$ cat src/pkg/tsf_pkg.sv
// Shared constants of the temperature sensor filter and status block.
// Assumes a single 20 MHz clock.
package tsf_pkg;

  // Command bytes (register offsets) reached through the register port.
  localparam logic [7:0] CMD_COMMON_STATUS = 8'h02;
  localparam logic [7:0] CMD_CONFIG = 8'h03;
  localparam logic [7:0] CMD_CONV_EN = 8'h05;
  localparam logic [7:0] CMD_FILTER = 8'h06;
  localparam logic [7:0] CMD_DIODE_FAULT = 8'h07;
  localparam logic [7:0] CMD_ONE_SHOT = 8'h0F;

  // Field positions in the main configuration register.
  localparam int STANDBY_BIT = 6;

  // Field positions in the channel conversion enable register.
  localparam int LOCAL_EN_BIT = 0;
  localparam int REMOTE_ONE_EN_BIT = 1;
  localparam int REMOTE_TWO_EN_BIT = 2;

  // Field positions in the filter register.
  localparam int REMOTE_ONE_FILTER_LSB = 0;
  localparam int REMOTE_TWO_FILTER_LSB = 2;

  // Field positions in the common status register.
  localparam int BUSY_BIT = 7;
  localparam int NOT_READY_BIT = 6;
  localparam int FAULT_SUMMARY_BIT = 0;
  localparam int LIMIT_ONE_SUMMARY_BIT = 1;
  localparam int LIMIT_TWO_SUMMARY_BIT = 2;
  localparam int LIMIT_THREE_SUMMARY_BIT = 3;

  // Field positions in the diode fault register.
  localparam int REMOTE_ONE_SHORT_BIT = 0;
  localparam int REMOTE_ONE_OPEN_BIT = 1;
  localparam int REMOTE_TWO_SHORT_BIT = 2;
  localparam int REMOTE_TWO_OPEN_BIT = 3;

  // Reset values.
  localparam logic STANDBY_RST = 1'h0;
  localparam logic [2:0] CONV_EN_RST = 3'h7;
  localparam logic [3:0] FILTER_RST = 4'hF;
  localparam logic [3:0] FAULT_RST = 4'h0;

  // Filter mode encodings; the remaining code 10 is reserved and the host must not write it.
  localparam logic [1:0] FILTER_NONE = 2'h0;
  localparam logic [1:0] FILTER_BASIC = 2'h1;
  localparam logic [1:0] FILTER_ENHANCED = 2'h3;

  // Readings substituted while a remote diode is faulty.
  localparam logic [7:0] FAULT_UNSIGNED_VALUE = 8'h00;
  localparam logic [7:0] FAULT_SIGNED_VALUE = 8'h80;

  // Width of the asynchronous front-end detector group.
  localparam int AFE_FLAG_W = 4;

  // Timing: clock rate, power-up not-ready time and time of one channel conversion.
  localparam int unsigned CLK_HZ = 20000000;
  localparam int unsigned POWERUP_NR_MS = 30;
  localparam int unsigned POWERUP_CYCLES_DFLT = POWERUP_NR_MS * (CLK_HZ / 1000);
  localparam int unsigned CHAN_CONV_US = 10000;
  localparam int unsigned CHAN_CONV_CYCLES_DFLT = CHAN_CONV_US * (CLK_HZ / 1000000);
  localparam int CNT_W = 20;

  // Conversion sequencer states.
  typedef enum logic [1:0] {
    TSF_SEQ_IDLE,
    TSF_SEQ_CONVERT,
    TSF_SEQ_FINISH
  } tsf_seq_state_t;

endpackage

$ cat src/rtl/tsf_sync3.sv
// Three-stage synchroniser for the analog front-end detector flags.
// Assumes its inputs change with no relation to clk; a bit is taken once stages two and three agree.
`timescale 1ns/10ps

module tsf_sync3
  import tsf_pkg::*;
(
  // Clock and reset.
  input wire logic clk,
  input wire logic rst_b,
  // Raw flags from outside the clock domain.
  input wire logic [tsf_pkg::AFE_FLAG_W-1:0] async_in,
  // Filtered flags.
  output logic [tsf_pkg::AFE_FLAG_W-1:0] sync_q
);

  logic [AFE_FLAG_W-1:0] meta_q; // First stage, read only by the second stage.
  logic [AFE_FLAG_W-1:0] mid_q; // Second stage.
  logic [AFE_FLAG_W-1:0] last_q; // Third stage.
  logic [AFE_FLAG_W-1:0] sync_d; // Next filtered value.

  // A bit moves only when the two settled stages agree, which rejects one-cycle glitches.
  always_comb begin
    sync_d = sync_q;
    for (int i = 0; i < AFE_FLAG_W; i++) begin
      if (mid_q[i] == last_q[i]) begin
        sync_d[i] = last_q[i];
      end
    end
  end

  // The stages themselves; all clear under reset.
  always_ff @(posedge clk or negedge rst_b) begin
    if (!rst_b) begin
      meta_q <= '0;
      mid_q <= '0;
      last_q <= '0;
      sync_q <= '0;
    end else begin
      meta_q <= async_in;
      mid_q <= meta_q;
      last_q <= mid_q;
      sync_q <= sync_d;
    end
  end

endmodule

$ cat src/rtl/tsf_top.sv
// Register-level control and status of a two-remote-diode plus local temperature sensor.
// Assumes one-cycle command-byte read and write strobes on clk.
// Summary of operation
// RULE_01: Reserved bits of these registers read zero.
// RULE_02: Bits 3-2 select remote two filter.
// RULE_03: Bits 1-0 select remote one filter.
// RULE_04: Host never writes reserved filter code 10.
// RULE_05: Trigger write starts one pass, enabled channels.
// RULE_06: Trigger acts only in standby, never while converting.
// RULE_07: Trigger data byte is discarded, not stored.
// RULE_08: Status bit 7 shows conversion in progress.
// RULE_09: Status bit 6 set during power-up wait.
// RULE_10: Status bits 3-0 OR status registers 1-4.
// RULE_11: Fault register reports open and short per remote.
// RULE_12: Faulty remote reads 0 unsigned, -128 signed.
// RULE_13: Low-pulled diode is short, high-pulled is open.
// RULE_14: Configuration bit 6 selects standby, resets zero.
// RULE_15: Enable bits skip disabled channels in passes.
// RULE_16: Limit bits set at limit, clear below hysteresis.
// RULE_17: Fault bits update when remote conversion completes.
`timescale 1ns/10ps

module tsf_top
  import tsf_pkg::*;
#(
  parameter int unsigned POWERUP_CYCLES = tsf_pkg::POWERUP_CYCLES_DFLT,
  parameter int unsigned CHAN_CONV_CYCLES = tsf_pkg::CHAN_CONV_CYCLES_DFLT
) (
  // Clock and reset.
  input wire logic clk,
  input wire logic rst_b,
  // Command-byte register port from the serial engine.
  input wire logic [7:0] reg_cmd,
  input wire logic reg_wr,
  input wire logic [7:0] reg_wdata,
  input wire logic reg_rd,
  output logic [7:0] reg_rdata_q,
  output logic reg_rvalid_q,
  // Limit status registers two to four, kept by the comparison logic.
  input wire logic [2:0] limit_one_status,
  input wire logic [2:0] limit_two_status,
  input wire logic [2:0] limit_three_status,
  // Asynchronous diode detectors, index 0 remote one, index 1 remote two.
  input wire logic [1:0] diode_pulled_low,
  input wire logic [1:0] diode_pulled_high,
  // Raw readings of the remote channels in both formats.
  input wire logic [7:0] remote_one_raw_unsigned,
  input wire logic [7:0] remote_one_raw_signed,
  input wire logic [7:0] remote_two_raw_unsigned,
  input wire logic [7:0] remote_two_raw_signed,
  // Conversion control towards the front end.
  output logic conv_active_q,
  output logic [1:0] conv_chan_q,
  output logic [1:0] remote_one_filter_mode_q,
  output logic [1:0] remote_two_filter_mode_q,
  // Reported remote readings with fault substitution.
  output logic [7:0] remote_one_unsigned_q,
  output logic [7:0] remote_one_signed_q,
  output logic [7:0] remote_two_unsigned_q,
  output logic [7:0] remote_two_signed_q
);

  // Channel numbers used by the sequencer.
  localparam logic [1:0] CHAN_LOCAL = 2'h0;
  localparam logic [1:0] CHAN_REMOTE_ONE = 2'h1;
  localparam logic [1:0] CHAN_REMOTE_TWO = 2'h2;
  localparam logic [1:0] CHAN_NONE = 2'h3;
  localparam logic [CNT_W-1:0] PWR_LAST = CNT_W'(POWERUP_CYCLES - 1);
  localparam logic [CNT_W-1:0] CONV_LAST = CNT_W'(CHAN_CONV_CYCLES - 1);

  // Returns the first enabled channel at or after the given one, or none.
  function automatic logic [1:0] next_chan(input logic [1:0] from, input logic [2:0] en);
    logic [1:0] found;
    found = CHAN_NONE;
    for (int c = 2; c >= 0; c--) begin
      if (2'(c) >= from && en[c]) begin
        found = 2'(c);
      end
    end
    return found;
  endfunction

  // Replaces a reading with the fault value while the channel has a fault.
  function automatic logic [7:0] subst(input logic [7:0] raw, input logic fault,
                                       input logic [7:0] fault_val);
    return fault ? fault_val : raw;
  endfunction

  // Configuration state written by the host.
  logic standby_select_q; // One selects standby.
  logic standby_select_d;
  logic [2:0] conv_en_q; // Remote two, remote one, local enables.
  logic [2:0] conv_en_d;
  logic [1:0] remote_one_filter_mode_d;
  logic [1:0] remote_two_filter_mode_d;

  // Sequencer and power-up state.
  tsf_seq_state_t seq_q; // Conversion sequencer state.
  tsf_seq_state_t seq_d;
  logic [1:0] conv_chan_d;
  logic conv_active_d;
  logic [CNT_W-1:0] conv_cnt_q; // Cycles spent on the current channel.
  logic [CNT_W-1:0] conv_cnt_d;
  logic [CNT_W-1:0] pwr_cnt_q; // Cycles since reset release.
  logic [CNT_W-1:0] pwr_cnt_d;
  logic powerup_not_ready_q; // High during the power-up wait.
  logic powerup_not_ready_d;

  // Fault state and readback.
  logic [3:0] fault_q; // Diode fault register, bits 3 to 0.
  logic [3:0] fault_d;
  logic [3:0] afe_sync; // Synchronised detectors: high pair then low pair.
  logic [7:0] rdata_d;
  logic [7:0] common_status;
  logic one_shot_wr; // Host wrote the trigger register this cycle.
  logic chan_done; // Current channel conversion ends this cycle.
  logic [7:0] r1u_d;
  logic [7:0] r1s_d;
  logic [7:0] r2u_d;
  logic [7:0] r2s_d;

  // The front-end detectors come from the analog side and need filtering before use.
  tsf_sync3 u_sync (
    .clk(clk),
    .rst_b(rst_b),
    .async_in({diode_pulled_high, diode_pulled_low}),
    .sync_q(afe_sync)
  );

  // Configuration registers. The trigger register has no storage at all.
  always_comb begin
    standby_select_d = standby_select_q;
    conv_en_d = conv_en_q;
    remote_one_filter_mode_d = remote_one_filter_mode_q;
    remote_two_filter_mode_d = remote_two_filter_mode_q;
    if (reg_wr) begin
      unique case (reg_cmd)
        CMD_CONFIG: begin
          standby_select_d = reg_wdata[STANDBY_BIT]; // [RULE_14]
        end
        CMD_CONV_EN: begin
          conv_en_d = reg_wdata[REMOTE_TWO_EN_BIT:LOCAL_EN_BIT]; // [RULE_15]
        end
        CMD_FILTER: begin
          // The reserved code 10 is stored as written; the host must not use it.
          remote_two_filter_mode_d = reg_wdata[REMOTE_TWO_FILTER_LSB+:2]; // [RULE_02]
          remote_one_filter_mode_d = reg_wdata[REMOTE_ONE_FILTER_LSB+:2]; // [RULE_03]
        end
        default: begin
          // Read-only and unmapped commands ignore writes.
        end
      endcase
    end
  end

  // Register the configuration.
  always_ff @(posedge clk or negedge rst_b) begin
    if (!rst_b) begin
      standby_select_q <= STANDBY_RST;
      conv_en_q <= CONV_EN_RST;
      remote_one_filter_mode_q <= FILTER_RST[1:0];
      remote_two_filter_mode_q <= FILTER_RST[3:2];
    end else begin
      standby_select_q <= standby_select_d;
      conv_en_q <= conv_en_d;
      remote_one_filter_mode_q <= remote_one_filter_mode_d;
      remote_two_filter_mode_q <= remote_two_filter_mode_d;
    end
  end

  // Power-up wait: not ready until the count expires, and no conversion runs before that.
  always_comb begin
    pwr_cnt_d = pwr_cnt_q;
    powerup_not_ready_d = powerup_not_ready_q;
    if (powerup_not_ready_q) begin
      if (pwr_cnt_q == PWR_LAST) begin
        powerup_not_ready_d = 1'b0; // [RULE_09]
      end else begin
        pwr_cnt_d = pwr_cnt_q + CNT_W'(1);
      end
    end
  end

  // Register the power-up state.
  always_ff @(posedge clk or negedge rst_b) begin
    if (!rst_b) begin
      pwr_cnt_q <= '0;
      powerup_not_ready_q <= 1'b1;
    end else begin
      pwr_cnt_q <= pwr_cnt_d;
      powerup_not_ready_q <= powerup_not_ready_d;
    end
  end

  // The data byte is never looked at, only the command.
  assign one_shot_wr = reg_wr && (reg_cmd == CMD_ONE_SHOT); // [RULE_07]
  assign chan_done = (seq_q == TSF_SEQ_CONVERT) && (conv_cnt_q == CONV_LAST);

  // Conversion sequencer. Active mode restarts a pass whenever idle; standby waits
  // for a trigger. A trigger while busy or outside standby is dropped, not queued.
  always_comb begin
    seq_d = seq_q;
    conv_chan_d = conv_chan_q;
    conv_active_d = conv_active_q;
    conv_cnt_d = conv_cnt_q;
    unique case (seq_q)
      TSF_SEQ_IDLE: begin
        conv_cnt_d = '0;
        if (!powerup_not_ready_q &&
            (!standby_select_q || one_shot_wr)) begin // [RULE_05] [RULE_06]
          conv_chan_d = next_chan(CHAN_LOCAL, conv_en_q); // [RULE_15]
          // With every channel disabled the pass is empty and ends at once.
          if (next_chan(CHAN_LOCAL, conv_en_q) != CHAN_NONE) begin
            seq_d = TSF_SEQ_CONVERT;
            conv_active_d = 1'b1; // [RULE_08]
          end
        end
      end
      TSF_SEQ_CONVERT: begin
        if (chan_done) begin
          conv_cnt_d = '0;
          if (conv_chan_q == CHAN_REMOTE_TWO ||
              next_chan(conv_chan_q + 2'h1, conv_en_q) == CHAN_NONE) begin
            seq_d = TSF_SEQ_FINISH;
          end else begin
            conv_chan_d = next_chan(conv_chan_q + 2'h1, conv_en_q); // [RULE_15]
          end
        end else begin
          conv_cnt_d = conv_cnt_q + CNT_W'(1);
        end
      end
      TSF_SEQ_FINISH: begin
        // One idle cycle between passes keeps busy low long enough to be seen.
        conv_active_d = 1'b0; // [RULE_08]
        seq_d = TSF_SEQ_IDLE;
      end
      default: begin
        seq_d = TSF_SEQ_IDLE;
        conv_active_d = 1'b0;
      end
    endcase
  end

  // Register the sequencer.
  always_ff @(posedge clk or negedge rst_b) begin
    if (!rst_b) begin
      seq_q <= TSF_SEQ_IDLE;
      conv_chan_q <= CHAN_LOCAL;
      conv_active_q <= 1'b0;
      conv_cnt_q <= '0;
    end else begin
      seq_q <= seq_d;
      conv_chan_q <= conv_chan_d;
      conv_active_q <= conv_active_d;
      conv_cnt_q <= conv_cnt_d;
    end
  end

  // Fault bits are sampled only as a remote conversion completes, so a flag that
  // flickers between conversions does not reach the register.
  always_comb begin
    fault_d = fault_q;
    if (chan_done && conv_chan_q == CHAN_REMOTE_ONE) begin // [RULE_17]
      fault_d[REMOTE_ONE_SHORT_BIT] = afe_sync[0]; // [RULE_13] [RULE_11]
      fault_d[REMOTE_ONE_OPEN_BIT] = afe_sync[2] && !afe_sync[0]; // [RULE_13] [RULE_11]
    end
    if (chan_done && conv_chan_q == CHAN_REMOTE_TWO) begin // [RULE_17]
      fault_d[REMOTE_TWO_SHORT_BIT] = afe_sync[1]; // [RULE_13] [RULE_11]
      fault_d[REMOTE_TWO_OPEN_BIT] = afe_sync[3] && !afe_sync[1]; // [RULE_13] [RULE_11]
    end
  end

  // Register the fault state.
  always_ff @(posedge clk or negedge rst_b) begin
    if (!rst_b) begin
      fault_q <= FAULT_RST;
    end else begin
      fault_q <= fault_d;
    end
  end

  // Reported readings follow the raw values unless the channel is faulty.
  always_comb begin
    r1u_d = subst(remote_one_raw_unsigned, |fault_q[1:0], FAULT_UNSIGNED_VALUE); // [RULE_12]
    r1s_d = subst(remote_one_raw_signed, |fault_q[1:0], FAULT_SIGNED_VALUE); // [RULE_12]
    r2u_d = subst(remote_two_raw_unsigned, |fault_q[3:2], FAULT_UNSIGNED_VALUE); // [RULE_12]
    r2s_d = subst(remote_two_raw_signed, |fault_q[3:2], FAULT_SIGNED_VALUE); // [RULE_12]
  end

  // Register the reported readings.
  always_ff @(posedge clk or negedge rst_b) begin
    if (!rst_b) begin
      remote_one_unsigned_q <= FAULT_UNSIGNED_VALUE;
      remote_one_signed_q <= FAULT_UNSIGNED_VALUE;
      remote_two_unsigned_q <= FAULT_UNSIGNED_VALUE;
      remote_two_signed_q <= FAULT_UNSIGNED_VALUE;
    end else begin
      remote_one_unsigned_q <= r1u_d;
      remote_one_signed_q <= r1s_d;
      remote_two_unsigned_q <= r2u_d;
      remote_two_signed_q <= r2s_d;
    end
  end

  // Common status is built from live state; bits 5 and 4 stay zero.
  always_comb begin
    common_status = 8'h00; // [RULE_01]
    common_status[BUSY_BIT] = conv_active_q; // [RULE_08]
    common_status[NOT_READY_BIT] = powerup_not_ready_q; // [RULE_09]
    common_status[FAULT_SUMMARY_BIT] = |fault_q; // [RULE_10]
    common_status[LIMIT_ONE_SUMMARY_BIT] = |limit_one_status; // [RULE_10] [RULE_16]
    common_status[LIMIT_TWO_SUMMARY_BIT] = |limit_two_status; // [RULE_10] [RULE_16]
    common_status[LIMIT_THREE_SUMMARY_BIT] = |limit_three_status; // [RULE_10] [RULE_16]
  end

  // Read multiplexer; every reserved bit is padded with zero and the trigger reads zero.
  always_comb begin
    rdata_d = 8'h00; // [RULE_01]
    unique case (reg_cmd)
      CMD_COMMON_STATUS: begin
        rdata_d = common_status;
      end
      CMD_CONFIG: begin
        rdata_d[STANDBY_BIT] = standby_select_q; // [RULE_01]
      end
      CMD_CONV_EN: begin
        rdata_d[2:0] = conv_en_q; // [RULE_01]
      end
      CMD_FILTER: begin
        rdata_d[3:0] = {remote_two_filter_mode_q, remote_one_filter_mode_q}; // [RULE_01]
      end
      CMD_DIODE_FAULT: begin
        rdata_d[3:0] = fault_q; // [RULE_01] [RULE_11]
      end
      default: begin
        rdata_d = 8'h00; // [RULE_07]
      end
    endcase
  end

  // Read data is captured on the strobe and held until the next read.
  always_ff @(posedge clk or negedge rst_b) begin
    if (!rst_b) begin
      reg_rdata_q <= 8'h00;
      reg_rvalid_q <= 1'b0;
    end else begin
      reg_rvalid_q <= reg_rd;
      if (reg_rd) begin
        reg_rdata_q <= rdata_d;
      end
    end
  end

endmodule

$ cat config.mk
export PLATFORM = sky130hd
export DESIGN_NAME = tsf_top
export DESIGN_NICKNAME = d
export VERILOG_FILES = /design/src/pkg/tsf_pkg.sv /design/src/rtl/tsf_sync3.sv /design/src/rtl/tsf_top.sv
export SDC_FILE = /design/constraint.sdc
export NUM_CORES = 1
export LEC_CHECK = 0
export BUFFER_PORTS_ARGS = -buffer_cell sky130_fd_sc_hd__buf_2
export CORE_ASPECT_RATIO = 1.1
export CORE_MARGIN = 4
export CORE_UTILIZATION = 50
export DETAILED_ROUTE_END_ITERATION = 6
export PLACE_DENSITY = 0.75
export RECOVER_POWER = 100
export SETUP_SLACK_MARGIN = 0.5
export SYNTH_ARGS = -nofsm -noshare
export SYNTH_HDL_FRONTEND = slang
export SYNTH_SLANG_ARGS = --single-unit
$ cat constraint.sdc
create_clock -name clk -period 2.8 [get_ports clk]
set_input_delay 0.14 -clock clk [delete_from_list [all_inputs] [get_ports clk]]
set_output_delay 0.14 -clock clk [all_outputs]
set_load 0.005 [all_outputs]
## Yosys cells after proc, flatten, opt, wreduce, memory -nomap -nowiden

Index checks and enable logic that the tools add are counted.

| storage, ports and cells | value |
|---|---|
| logic and storage cells | 119 |
| input port bits | 65 |
| output and inout port bits | 48 |
| flip-flop bits (word level) | 113 |

| operators by class | value |
|---|---|
| add/sub/neg operators | 3 |
| reduce and logical (&&, ||, !) cells | 31 |
| equality and inequality tests | 22 |
| mux-type cells | 33 |
| bitwise operators | 2 |
| $lt $le $gt $ge | 3 |

Operators with widths:

| operator | count |
|---|---|
| $add 20x1->20 const B | 2 |
| $pmux 20 s2 | 1 |
| $mux 8 | 4 |
| $mux 2 | 14 |
| $eq 8x3->1 const B | 3 |
| $eq 20x18->1 const B | 1 |
| $eq 20x20->1 const B | 1 |
| $mux 20 | 1 |
| $eq 8x2->1 const B | 2 |
| $pmux 3 s4 | 1 |
| $logic_and 1x1->1 | 10 |
| $ne 2x2->1 const B | 5 |
| $reduce_or 3->1 | 3 |
| $eq 8x4->1 const B | 1 |
| $pmux 2 s2 | 2 |
| $reduce_and 2->1 | 4 |
| $reduce_and 4->1 | 2 |
| $mux 1 | 7 |
| $eq 1x1->1 | 4 |
| $eq 2x1->1 const B | 2 |
| $eq 2x2->1 const B | 2 |
| $ge 1x2->1 const A | 2 |
| $logic_not 1->1 | 4 |
| $pmux 1 s2 | 2 |
| 11 further kinds | 14 |

## Longest topological paths before layout

Gate-level depths: netlist of the first run.

| depth | value |
|---|---|
| word-level depth | 13 |
| depth in mapped cells | 7 |
| gate-level depth less buffers | 7 |

## Cells and area by module

A second synthesis of the first run with hierarchy kept.

| unflattened totals | value |
|---|---|
| cell total of the unflattened synthesis | 434 |
| area, all modules | 4,922.2 um2 |

By module, submodules not included:

| module | times used | cells each | area each (um2) |
|---|---|---|---|
| tsf_top | 1 | 414 | 4,476.8 |
| tsf_sync3 | 1 | 20 | 445.4 |

## Worst setup path before layout of the first run

OpenSTA, ideal clock, no wires.

| timing | value |
|---|---|
| path kind | reg-to-reg |
| from | register pwr_cnt_q[0] |
| to | register pwr_cnt_q[1] |
| arrival time | 1.875 ns |
| cell stages (with the launch flop) | 5 |
| slack | 0.797 ns |
| required time | 2.672 ns |
| library setup time | 0.128 ns |
| clock period less this slack | 2.003 ns |
| path through | dfrtp_1 > ha_1 > or4b_2 > o31ai_4 > mux2_1 |

| between the ends | value |
|---|---|
| longest elaborated chain between the ends | 3 |

RTL lines:

| what | line | RTL |
|---|---|---|
| from (decl) | tsf_top.sv:104 | `logic [CNT_W-1:0] pwr_cnt_q;` |
| from (signal assigned) | tsf_top.sv:190 | `pwr_cnt_q <= pwr_cnt_d;` |
| branches (longest 3 deep; another with $add 20x1->20) | n/a |  |

Parallel ways; which one is timed is not known.
A chain may end at the register's enable or synchronous reset.

## Final worst setup path of the first run

| timing | value |
|---|---|
| from | register conv_cnt_q[15] |
| to | register conv_chan_q[0] |

| between the ends | value |
|---|---|
| longest elaborated chain between the ends | 4 |

RTL lines:

| what | line | RTL |
|---|---|---|
| from (decl) | tsf_top.sv:102 | `logic [CNT_W-1:0] conv_cnt_q;` |
| from (signal assigned) | tsf_top.sv:255 | `conv_cnt_q <= conv_cnt_d;` |
| $eq 20x18->1 | tsf_top.sv:197 | `assign chan_done = (seq_q == TSF_SEQ_CONVERT) && (conv_cnt_q == CONV_LAST);` |
| $logic_and 1x1->1 | tsf_top.sv:197 |  |
| $ne 2x2->1 (no line) | n/a |  |
| $reduce_and 4->1 (no line) | n/a |  |
| to (signal assigned) | tsf_top.sv:253 | `conv_chan_q <= conv_chan_d;` |
| to (decl) | tsf_top.sv:53 | `output logic [1:0] conv_chan_q,` |

Every way passes these cells.

==> run summary, run 1 <==
clock tree buffer depth -> 2
H-Tree Depth -> 4
initial antenna violation count -> 0
root buf cell -> clkbuf_8
status -> finished clean
Post-Route WL -> 12,800 um
Post-synth EDFFs -> 0
GRT Residual Overflow -> 0
kind of critical path -> reg -> reg
die width -> 103 um
vias in the first global route -> 4,350
crit end category -> register
IO Pins -> 113
arrival time worst endpoint -> 2830 ps
final setup vio count -> 0
Rows -> 37
Max Slew Vio Count -> 0
RSZ-0062 raised after global routing -> false
DRT iter0 DRCs -> 247
most frequent cells in the layout -> 105 x dfrtp_1, 74 x buf_2, 48 x dlygate4sd3_1
Seq cells post-synth -> 113
Die Ht -> 113 um
Final period util -> 0.870
Initial Util -> 0.522
CP required -> 3190 ps
Synth area leader -> dfrtp_1
largest net degree at the start of global routing -> 61
clock buffer count from CTS -> 17
TritonCTS clock tree -> yes
internal power -> 3.25 mW
Clk network pwr share -> 0.542
DRC viols -> 0
Clk pin slew, worst setup/hold paths -> 60 ps
min cycle time layout -> 2440 ps
worst hold-check path type -> in -> reg
Fin Clk Skew -> 6.86 ps
vias per cell -> 5.59
Detailed Routing Iterations Pass 1 -> 5
Worst Tran Pin Value -> 1440 ps
Yosys top cell area share -> 0.528
placed wire-length estimate -> 7820 um
yosys warns -> 0
commonest non-fill, non-tap cell in the layout -> dfrtp_1
Peak VDD IR -> 0.000511 V
RePlAce Congestion -> 0.895
number of distinct library cells after synthesis -> 66
post-synthesis cell count -> 442
Synth Flop Type -> dfrtp_1
CTS Sinks -> 113
part of the power in registers -> 0.408
syn avg cell area -> 11.3 um^2
NetSw -> 0.919 mW
Power Density -> 626 nW/um^2
Synth Cell Area -> 4980 um^2
DIE AREA -> 11,600 um^2
latest clock arrival within the worst-skew pair -> 520 ps
crit start category -> register
Max Clock Freq -> 411 MHz
Net Sw Frac -> 0.220
register area share after synthesis -> 0.570
count of input and output buffers -> 107
TNS Setup -> 0 ps
Area growth syn-to-layout -> 33.9%
drt wl/cell -> 17.3 um
first-pass GRT wire length -> 20,900 um
via count -> 4,123
synth top area cells -> dfrtp_1 53%, dfstp_2 4.2%, and2_1 3.8%, nand2_1 2.9%, nand3_1 2.5%
share of cells above drive strength 1 -> 0.218
Logic pwr share -> 0.050
Slew HR -> 0.0411
maxcap violations -> 0
post-synthesis async set-or-reset flop share -> 1.00
DRT antenna net count -> 0
crit path max fanout -> 9
core region area -> 9540 um^2
# nets final -> 677
Leakage -> 3.01 nW
final hold vios -> 0
total power -> 4.17 mW
gr usage total -> 0.231
-- kinds of logic after synthesis --
logic type	share of synthesized area
XOR/XNOR	0.0281
other	0.000753
adder cells (fa/ha/maj)	0.0231
AO/OA/AOI/OAI	0.0932
buffers and inverters	0.0281
flip-flops	0.570
multiplexers	0.0462
AND/OR/NAND/NOR	0.211
-- layout make-up --
type / instances / area, um^2
multi-input cells: 301 / 1990
well taps: 117 / 146
repair buffers: 160 / 1020
inverters: 13 / 48.8
flip-flops and latches: 113 / 2840
clock buffers: 18 / 418
fillers: 673 / 2870
clock inverters: 14 / 206
diodes: 1 / 2.50
-- synthesized netlist by cell type (2+ instances only) --
master    number
clkbuf_1       9
buf_6          2
inv_1         13
nor4b_1        3
nor4_1         4
buf_4          4
nand4b_1       2
mux2_2        11
dfrtp_1      105
ha_1           6
o31ai_1        2
a21oi_1       12
nor2b_1        6
or4_1          2
or3_1          7
xnor2_1       13
nand4_1       15
and2_1        30
o32ai_1        2
and4_1         2
o21ai_0       19
o211a_1        2
a22oi_1        2
nand3_1       25
o41ai_1        2
and3_1         5
a31oi_1        3
nand2b_1       3
dfstp_2        8
nor2_1        23
nor3_1         9
nand2_1       38
maj3_1         4
o31a_1         3
xor2_1         3
a221o_1        2
mux2i_1        8
a22o_1         4
a21o_1         2
-- power groups by stage --
| stage | Clock [mW] | Sequential (mW) | Combinational (mW) |
|---|---|---|---|
| final | 2.26 | 1.70 | 0.208 |
| after global routing | 2.37 | 1.71 | 0.233 |
| after CTS | 2.29 | 1.70 | 0.214 |
| after detailed placement | 0 | 1.73 | 0.163 |
| after global placement | 0 | 1.73 | 0.159 |
| after floorplan | 0 | 1.73 | 0.0450 |
-- worst paths after layout --
| path | slack (ps) | endpoint | cells after the start | start |
|---|---|---|---|---|
| min in group asynchronous | 500 | remote_two_unsigned_q[6] | 2 | rst_b |
| worst max register to register | 360 | conv_chan_q[0] | 6 | conv_cnt_q[15] |
| worst max-delay path | 360 | conv_chan_q[0] | 6 | conv_cnt_q[15] |
| max in group asynchronous | 1140 | conv_cnt_q[13] | 3 | rst_b |
| worst min-delay path | 10 | standby_select_q | 3 | reg_wr |
| worst min register to register | 350 | u_sync.mid_q[3] | 0 | u_sync.meta_q[3] |
-- metal layers --
metal  global-route usage  vias up  share of wire
met5                    0        -              0
met4                0.102        0          0.029
met3               0.0609       38          0.058
met2                0.389      169           0.52
met1                0.275     2011           0.39
li1                     -     1905              -
-- state kept, by name (all words and copies together), names as in the netlist, 3 cells and up --
signal / count
conv_cnt_q: 20
pwr_cnt_q: 20
remote_one_signed_q: 8
remote_one_unsigned_q: 8
remote_two_signed_q: 8
remote_two_unsigned_q: 8
reg_rdata_q: 6
fault_q: 4
u_sync.last_q: 4
u_sync.meta_q: 4
u_sync.mid_q: 4
u_sync.sync_q: 4
conv_en_q: 3
-- what timing repair did --
item | CTS | global route
hold buffers | 48 | 0
setup endpoints to repair | 0 | 1
setup buffers | 0 | 1
gates resized for setup | 0 | 1
endpoints found under the hold margin | 103 | 0
-- per-stage QoR --
stage,area [um^2],hold WS [ps],setup slack (ps),cells,util
3_3_place_gp,5620,243,664,655,0.589
6_report,6670,15.0,365,737,0.699
5_1_grt,6670,13.9,286,736,0.699
3_5_place_dp,5620,248,612,655,0.589
4_1_cts,6720,1.37,528,735,0.705
2_1_floorplan,4980,-156,797,443,-
-- critical path: stages (launching register included) --
cell	delay, ps
dfrtp_1	470
or4_1	620
nor4_4	270
buf_4	170
a21o_1	330
nand3_4	130
mux2_1	330
(Power assumes the default switching activity.)
==> run 2, diff against run 1 <==
HOLD_SLACK_MARGIN = 0.1   (was default)
==> run summary, run 2 (synthesized netlist as in run 1, its figures left out) <==
CTS Sinks -> 113 (unchanged)
crit end category -> register
Post-Route WL -> 12,700 um (-0.13%)
Non-Filler Instances -> 740 (+0.41%)
gr usage total -> 0.232 (+0.000871)
core region area -> 9540 um^2 (unchanged)
crit start category -> register
TNS Setup -> 0 ps (unchanged)
Peak VDD IR -> 0.000521 V (+1.9%)
Initial Util -> 0.522 (unchanged)
Die Ht -> 113 um (unchanged)
most frequent cells in the layout -> 105 x dfrtp_1, 75 x buf_2, 53 x dlygate4sd3_1
Largest stage delay, worst path -> 660 ps (+40 ps)
CP Buf/Inv Count -> 0 (-1)
placed cell count -> 655 (unchanged)
# nets final -> 681 (+0.59%)
Worst Setup SP -> pwr_cnt_q[0]
placed wire-length estimate -> 7820 um (unchanged)
Max Slew Vio Count -> 0 (unchanged)
first-pass GRT wire length -> 21,000 um (+0.53%)
Power Density -> 624 nW/um^2 (-0.30%)
TritonCTS clock tree -> yes
CP required -> 3200 ps (about the same)
flop-to-flop setup slack -> 380 ps (about the same)
design area -> 6700 um^2 (+0.41%)
CP max stage cell -> o31ai_1
vias in the first global route -> 4,399 (+1.1%)
crit path max fanout -> 5 (-4)
Clk pin slew, worst setup/hold paths -> 60 ps (about the same)
via count -> 4,133 (+0.24%)
CP Depth -> 4 (-2)
RSZ-0062 raised after global routing -> true
Detailed Routing Iterations Pass 1 -> 5 (unchanged)
final core occ -> 0.702 (+0.00289)
Max Clock Freq -> 413 MHz (+0.52%)
Fin Clk Skew -> 11.2 ps (+4.31 ps)
root buf cell -> clkbuf_8
count of input and output buffers -> 107 (unchanged)
status -> finished clean
vias per cell -> 5.59 (-0.16%)
Worst R2R Path Depth -> 4 (-2)
arrival time worst endpoint -> 2820 ps (about the same)
clock buffer count from CTS -> 17 (unchanged)
Worst setup endpoint -> pwr_cnt_q[1]
initial antenna violation count -> 0 (unchanged)
RePlAce Congestion -> 0.895 (unchanged)
DRT antenna net count -> 0 (unchanged)
clock tree buffer depth -> 2 (unchanged)
reg-to-reg endpoint -> pwr_cnt_q[1]
top flop regs -> conv_cnt_q (20), pwr_cnt_q (20)
DRT iter0 DRCs -> 202 (-18%)
drt wl/cell -> 17.2 um (-0.54%)
die width -> 103 um (unchanged)
Slew HR -> 0.0402 (-0.000862)
latest clock arrival within the worst-skew pair -> 520 ps (about the same)
Worst path top cell family by delay -> compound AO/OA/AOI/OAI gates
Rows -> 37 (unchanged)
share of cells above drive strength 1 -> 0.217 (-0.00140)
Area growth syn-to-layout -> 34.4%
final setup vio count -> 0 (unchanged)
total power -> 4.18 mW (+0.11%)
final hold vios -> 0 (unchanged)
reg-to-reg startpoint -> pwr_cnt_q[0]
IO Pins -> 113 (unchanged)
postcts setup bufs -> 0 (unchanged)
DRC viols -> 0 (unchanged)
commonest non-fill, non-tap cell in the layout -> dfrtp_1
worst hold-check path type -> in -> reg
DIE AREA -> 11,600 um^2 (unchanged)
Placed Instance Area -> 5620 um^2 (unchanged)
Worst Tran Pin Value -> 1440 ps (+1.29 ps)
H-Tree Depth -> 4 (unchanged)
largest net degree at the start of global routing -> 61 (unchanged)
Leakage -> 3.03 nW (+0.74%)
kind of critical path -> reg -> reg
cells along the critical path -> ha_1, or4b_2, o31ai_1, mux2_1
GRT Residual Overflow -> 0 (unchanged)
antenna cells -> 0 (-1)
Final period util -> 0.865 (-0.00450)
min cycle time layout -> 2420 ps (-12.6 ps)
maxcap violations -> 0 (unchanged)
## run 2: how the worst min path moves through the flow
| stage | from | endpoint | slack (ps) | cells past startpoint |
|---|---|---|---|---|
| final | reg_cmd[2] | reg_rdata_q[6] | 130 | 3 |
| after global routing | reg_cmd[2] | reg_rdata_q[6] | 160 | 3 |
| after CTS | reg_cmd[2] | reg_rdata_q[6] | 100 | 3 |
| after detailed placement | rst_b | remote_two_unsigned_q[6] | 250 | 1 |
| after global placement | rst_b | remote_two_signed_q[4] | 240 | 1 |
| after floorplan | rst_b | conv_active_q | -160 | 0 |
## run 2: timing repair
item / in CTS / in global routing
hold buffers: 53 / 0
resized for setup: 0 / 2
hold endpoints to repair: 105 / 0
endpoints found under the setup margin: 0 / 2
## run 2: per-stage QoR
stage / hold WS [ps] / worst slack, ps
after floorplan: -156 / 797
after global placement: 243 / 664
after detailed placement: 248 / 612
after CTS: 101 / 528
after global routing: 157 / 257
final: 134 / 377
## run 2: power breakdown
| part | internal (mW) | leakage (nW) | switching [mW] | total, mW |
|---|---|---|---|---|
| clock | 1.46 | 0.305 | 0.805 | 2.27 |
| sequential | 1.68 | 1.41 | 0.0210 | 1.70 |
| combinational | 0.115 | 1.32 | 0.0952 | 0.211 |
## run 2: area by class of cell
cell class | instances | area, um^2
clock buffer | 18 | 418
clock inverter | 14 | 206
fill | 672 | 2840
inverter | 13 | 48.8
multi-input combinational | 301 | 1980
sequential | 113 | 2840
tap | 117 | 146
timing repair buffer | 164 | 1060
## run 2: layer usage
layer / track usage / part of all wire / vias up
met5: 0 / 0 / -
met4: 0.103 / 0.037 / 0
met1: 0.275 / 0.38 / 2002
met2: 0.392 / 0.52 / 179
li1: - / - / 1907
met3: 0.0609 / 0.060 / 45
## run 2: tightest hold or removal path: stages
cell    delay [ps]
buf_2          180
nor3_1         110
a22o_1         180
==> run 3, diff against run 2 <==
--- a/config.mk
+++ b/config.mk
@@ -18,2 +18,3 @@
 export SYNTH_HDL_FRONTEND = slang
+export SYNTH_HIERARCHICAL = 1
 export SYNTH_SLANG_ARGS = --single-unit
==> constraint.sdc (replaced) <==
create_clock -name clk -period 2.8 [get_ports clk]
set_input_delay 0.28 -clock clk [delete_from_list [all_inputs] [get_ports clk]]
set_output_delay 0.28 -clock clk [all_outputs]
set_load 0.005 [all_outputs]
==> run summary, run 3 <==
vias per cell -> 5.58 (-0.13%)
DRT iter0 DRCs -> 244 (+21%)
Final period util -> 0.873 (+0.00731)
worst hold-check path type -> in -> reg
share of cells above drive strength 1 -> 0.219 (+0.00190)
DRC viols -> 0 (unchanged)
post-synthesis async set-or-reset flop share -> 1.00 (unchanged)
yosys warns -> 6 (+6)
kind of critical path -> reg -> reg
post-synthesis cell count -> 434 (-1.8%)
synth top area cells -> dfrtp_1 53%, dfstp_2 4.3%, and2_1 3.8%, mux2_2 3.4%, nand2_1 2.5%
Peak VDD IR -> 0.000511 V (-1.9%)
fillers -> 673 (+0.15%)
most instantiated library cell after synthesis -> dfrtp_1
status -> finished clean
Area growth syn-to-layout -> 33.3%
placed wire-length estimate -> 8220 um (+5.2%)
crit path max fanout -> 5 (unchanged)
crit end category -> register
Fin Clk Skew -> 6.45 ps (-4.71 ps)
IO Pins -> 113 (unchanged)
placed cell count -> 650 (-0.76%)
antenna cells -> 0 (unchanged)
most frequent cells in the layout -> 105 x dfrtp_1, 71 x buf_2, 46 x dlygate4sd3_1
initial antenna violation count -> 0 (unchanged)
Initial Util -> 0.519 (-0.00352)
maxcap violations -> 0 (unchanged)
RePlAce Congestion -> 0.911 (+1.9%)
Worst Tran Pin Value -> 1140 ps (-301 ps)
Post-synth EDFFs -> 0 (unchanged)
min cycle time layout -> 2440 ps (+20.5 ps)
register area share after synthesis -> 0.577 (+0.00666)
Non-Filler Instances -> 730 (-1.4%)
total power -> 4.07 mW (-2.6%)
TritonCTS clock tree -> yes
met2 WL -> 6470 um (-2.0%)
Synth Cell Area -> 4920 um^2 (-1.2%)
core region area -> 9490 um^2 (-0.49%)
Power Density -> 620 nW/um^2 (-0.66%)
Seq cells post-synth -> 113 (unchanged)
latest clock arrival within the worst-skew pair -> 520 ps (about the same)
Clk pin slew, worst setup/hold paths -> 60 ps (about the same)
clock tree buffer depth -> 2 (unchanged)
syn avg cell area -> 11.3 um^2 (+0.67%)
drt wl/cell -> 17.3 um (+0.54%)
GRT Residual Overflow -> 0 (unchanged)
final hold vios -> 0 (unchanged)
DIE AREA -> 11,500 um^2 (-1.1%)
CTS Sinks -> 113 (unchanged)
CP required -> 3200 ps (about the same)
Yosys top cell area share -> 0.534 (+0.00617)
Post-Route WL -> 12,600 um (-0.82%)
largest net degree at the start of global routing -> 50 (-18%)
Slew HR -> 0.241 (+0.201)
Max Used Layer -> met4
CP Buf/Inv Count -> 0 (unchanged)
via count -> 4,072 (-1.5%)
Max Slew Vio Count -> 0 (unchanged)
H-Tree Depth -> 4 (unchanged)
RSZ-0062 raised after global routing -> false
clock buffer count from CTS -> 17 (unchanged)
# nets final -> 671 (-1.5%)
hold_ws -> 115 ps (-18.9 ps)
met3 wire len -> 832 um (+8.2%)
TNS Setup -> 0 ps (unchanged)
DRT antenna net count -> 0 (unchanged)
Worst path top cell family by delay -> simple AND/OR/NAND/NOR gates
crit start category -> register
setup slack at placement -> 470 ps (-142 ps)
count of input and output buffers -> 107 (unchanged)
CP max stage cell -> or4_1
Synth Flop Type -> dfrtp_1
Max Clock Freq -> 409 MHz (-0.84%)
Largest stage delay, worst path -> 620 ps (-40 ps)
Die Ht -> 112 um (-0.54%)
root buf cell -> clkbuf_8
met1 wire length -> 4960 um (+1.1%)
Leakage -> 2.93 nW (-3.2%)
Synth area leader -> dfrtp_1
die width -> 103 um (-0.54%)
cells along the critical path -> ha_1, nand4_1, or2_2, or4_1, nor2_4, mux2_1
Detailed Routing Iterations Pass 1 -> 7 (+2)
Synth top cells by count -> 105 x dfrtp_1, 33 x nand2_1, 30 x and2_1
commonest non-fill, non-tap cell in the layout -> dfrtp_1
PnR worst setup slack -> 357 ps (-20.5 ps)
final setup vio count -> 0 (unchanged)
Placed Instance Area -> 5590 um^2 (-0.56%)
number of distinct library cells after synthesis -> 55 (-17%)
arrival time worst endpoint -> 2840 ps (+20 ps)
vias in the first global route -> 4,451 (+1.2%)
final core occ -> 0.691 (-0.0106)
top flop regs -> conv_cnt_q (20), pwr_cnt_q (20)
design area -> 6560 um^2 (-2.0%)
Rows -> 37 (unchanged)
gr usage total -> 0.238 (+0.00582)
first-pass GRT wire length -> 21,300 um (+1.4%)
## run 3: cell types whose count changed in the layout (fill, tap and decap cells not counted), moves of 4 or more
cell           previous run  this run
nor2_1                   23        12
buf_4                     1         6
clkbuf_1                 34        38
nand3_1                  25        20
nand2_1                  38        33
buf_2                    75        71
nor3_1                    9        13
a21oi_1                  12        18
clkinv_4                  7         3
nor2b_1                   6        12
dlygate4sd3_1            53        46
## run 3: path summary, 6_finish.rpt
| kind | from | endpoint | slack, ps | depth (start not counted) |
|---|---|---|---|---|
| max in group asynchronous | rst_b | conv_cnt_q[8] | 1060 | 3 |
| min in group asynchronous | rst_b | remote_one_unsigned_q[0] | 520 | 2 |
| setup / recovery | conv_cnt_q[1] | fault_q[0] | 360 | 6 |
| setup reg to reg | conv_cnt_q[1] | fault_q[0] | 360 | 6 |
| hold reg to reg | u_sync/meta_q[1] | u_sync/mid_q[1] | 350 | 0 |
| hold / removal | limit_one_status[1] | reg_rdata_q[1] | 110 | 3 |
## run 3: power breakdown
| part | total (mW) | switching [mW] | internal, mW |
|---|---|---|---|
| Sequential | 1.70 | 0.0208 | 1.68 |
| Clock | 2.16 | 0.791 | 1.37 |
| Combinational | 0.209 | 0.0971 | 0.112 |
## run 3: metal layers
metal / vias up / track usage
met3: 33 / 0.0696
li1: 1872 / -
met2: 152 / 0.391
met4: 0 / 0.114
met5: - / 0
met1: 2015 / 0.284
## run 3: cell families (layout without fill, tap and decap cells)
family / after synthesis / after routing / synth area share
and+or+nand+nor: 175 / 175 / 0.207
DFF: 113 / 113 / 0.577
AOI/OAI and AO/OA: 61 / 61 / 0.0775
buffers and inverters: 32 / 210 / 0.0282
muxes: 24 / 24 / 0.0536
xor gates and xnor gates: 18 / 18 / 0.0320
adders and majority gates: 10 / 10 / 0.0244
other: 1 / 2 / 0.000762
## run 3: worst register-to-register path: stages, from the launching register on
cell and delay [ps]:
dfrtp_1 400, ha_1 260, nand4_1 170, or2_2 340, or4_1 620, nor2_4 190, mux2_1 330
## run 3: area by class of cell
type                            instances  area, um^2  share of cell area
Clock inverter                         14         179              0.0273
Sequential cell                       113        2840               0.432
Timing Repair Buffer                  163        1010               0.155
Tap cell                              117         146              0.0223
Multi-Input combinational cell        290        1910               0.291
Inverter                               15        56.3             0.00858
Clock buffer                           18         418              0.0637
## run 3: what timing repair did
| item | CTS | global route |
|---|---|---|
| endpoints found under the hold margin | 85 | 0 |
| hold buffers | 46 | 0 |
| gates resized for setup | 0 | 3 |
| setup endpoints to repair | 5 | 9 |
| buffers inserted | 1 | 1 |
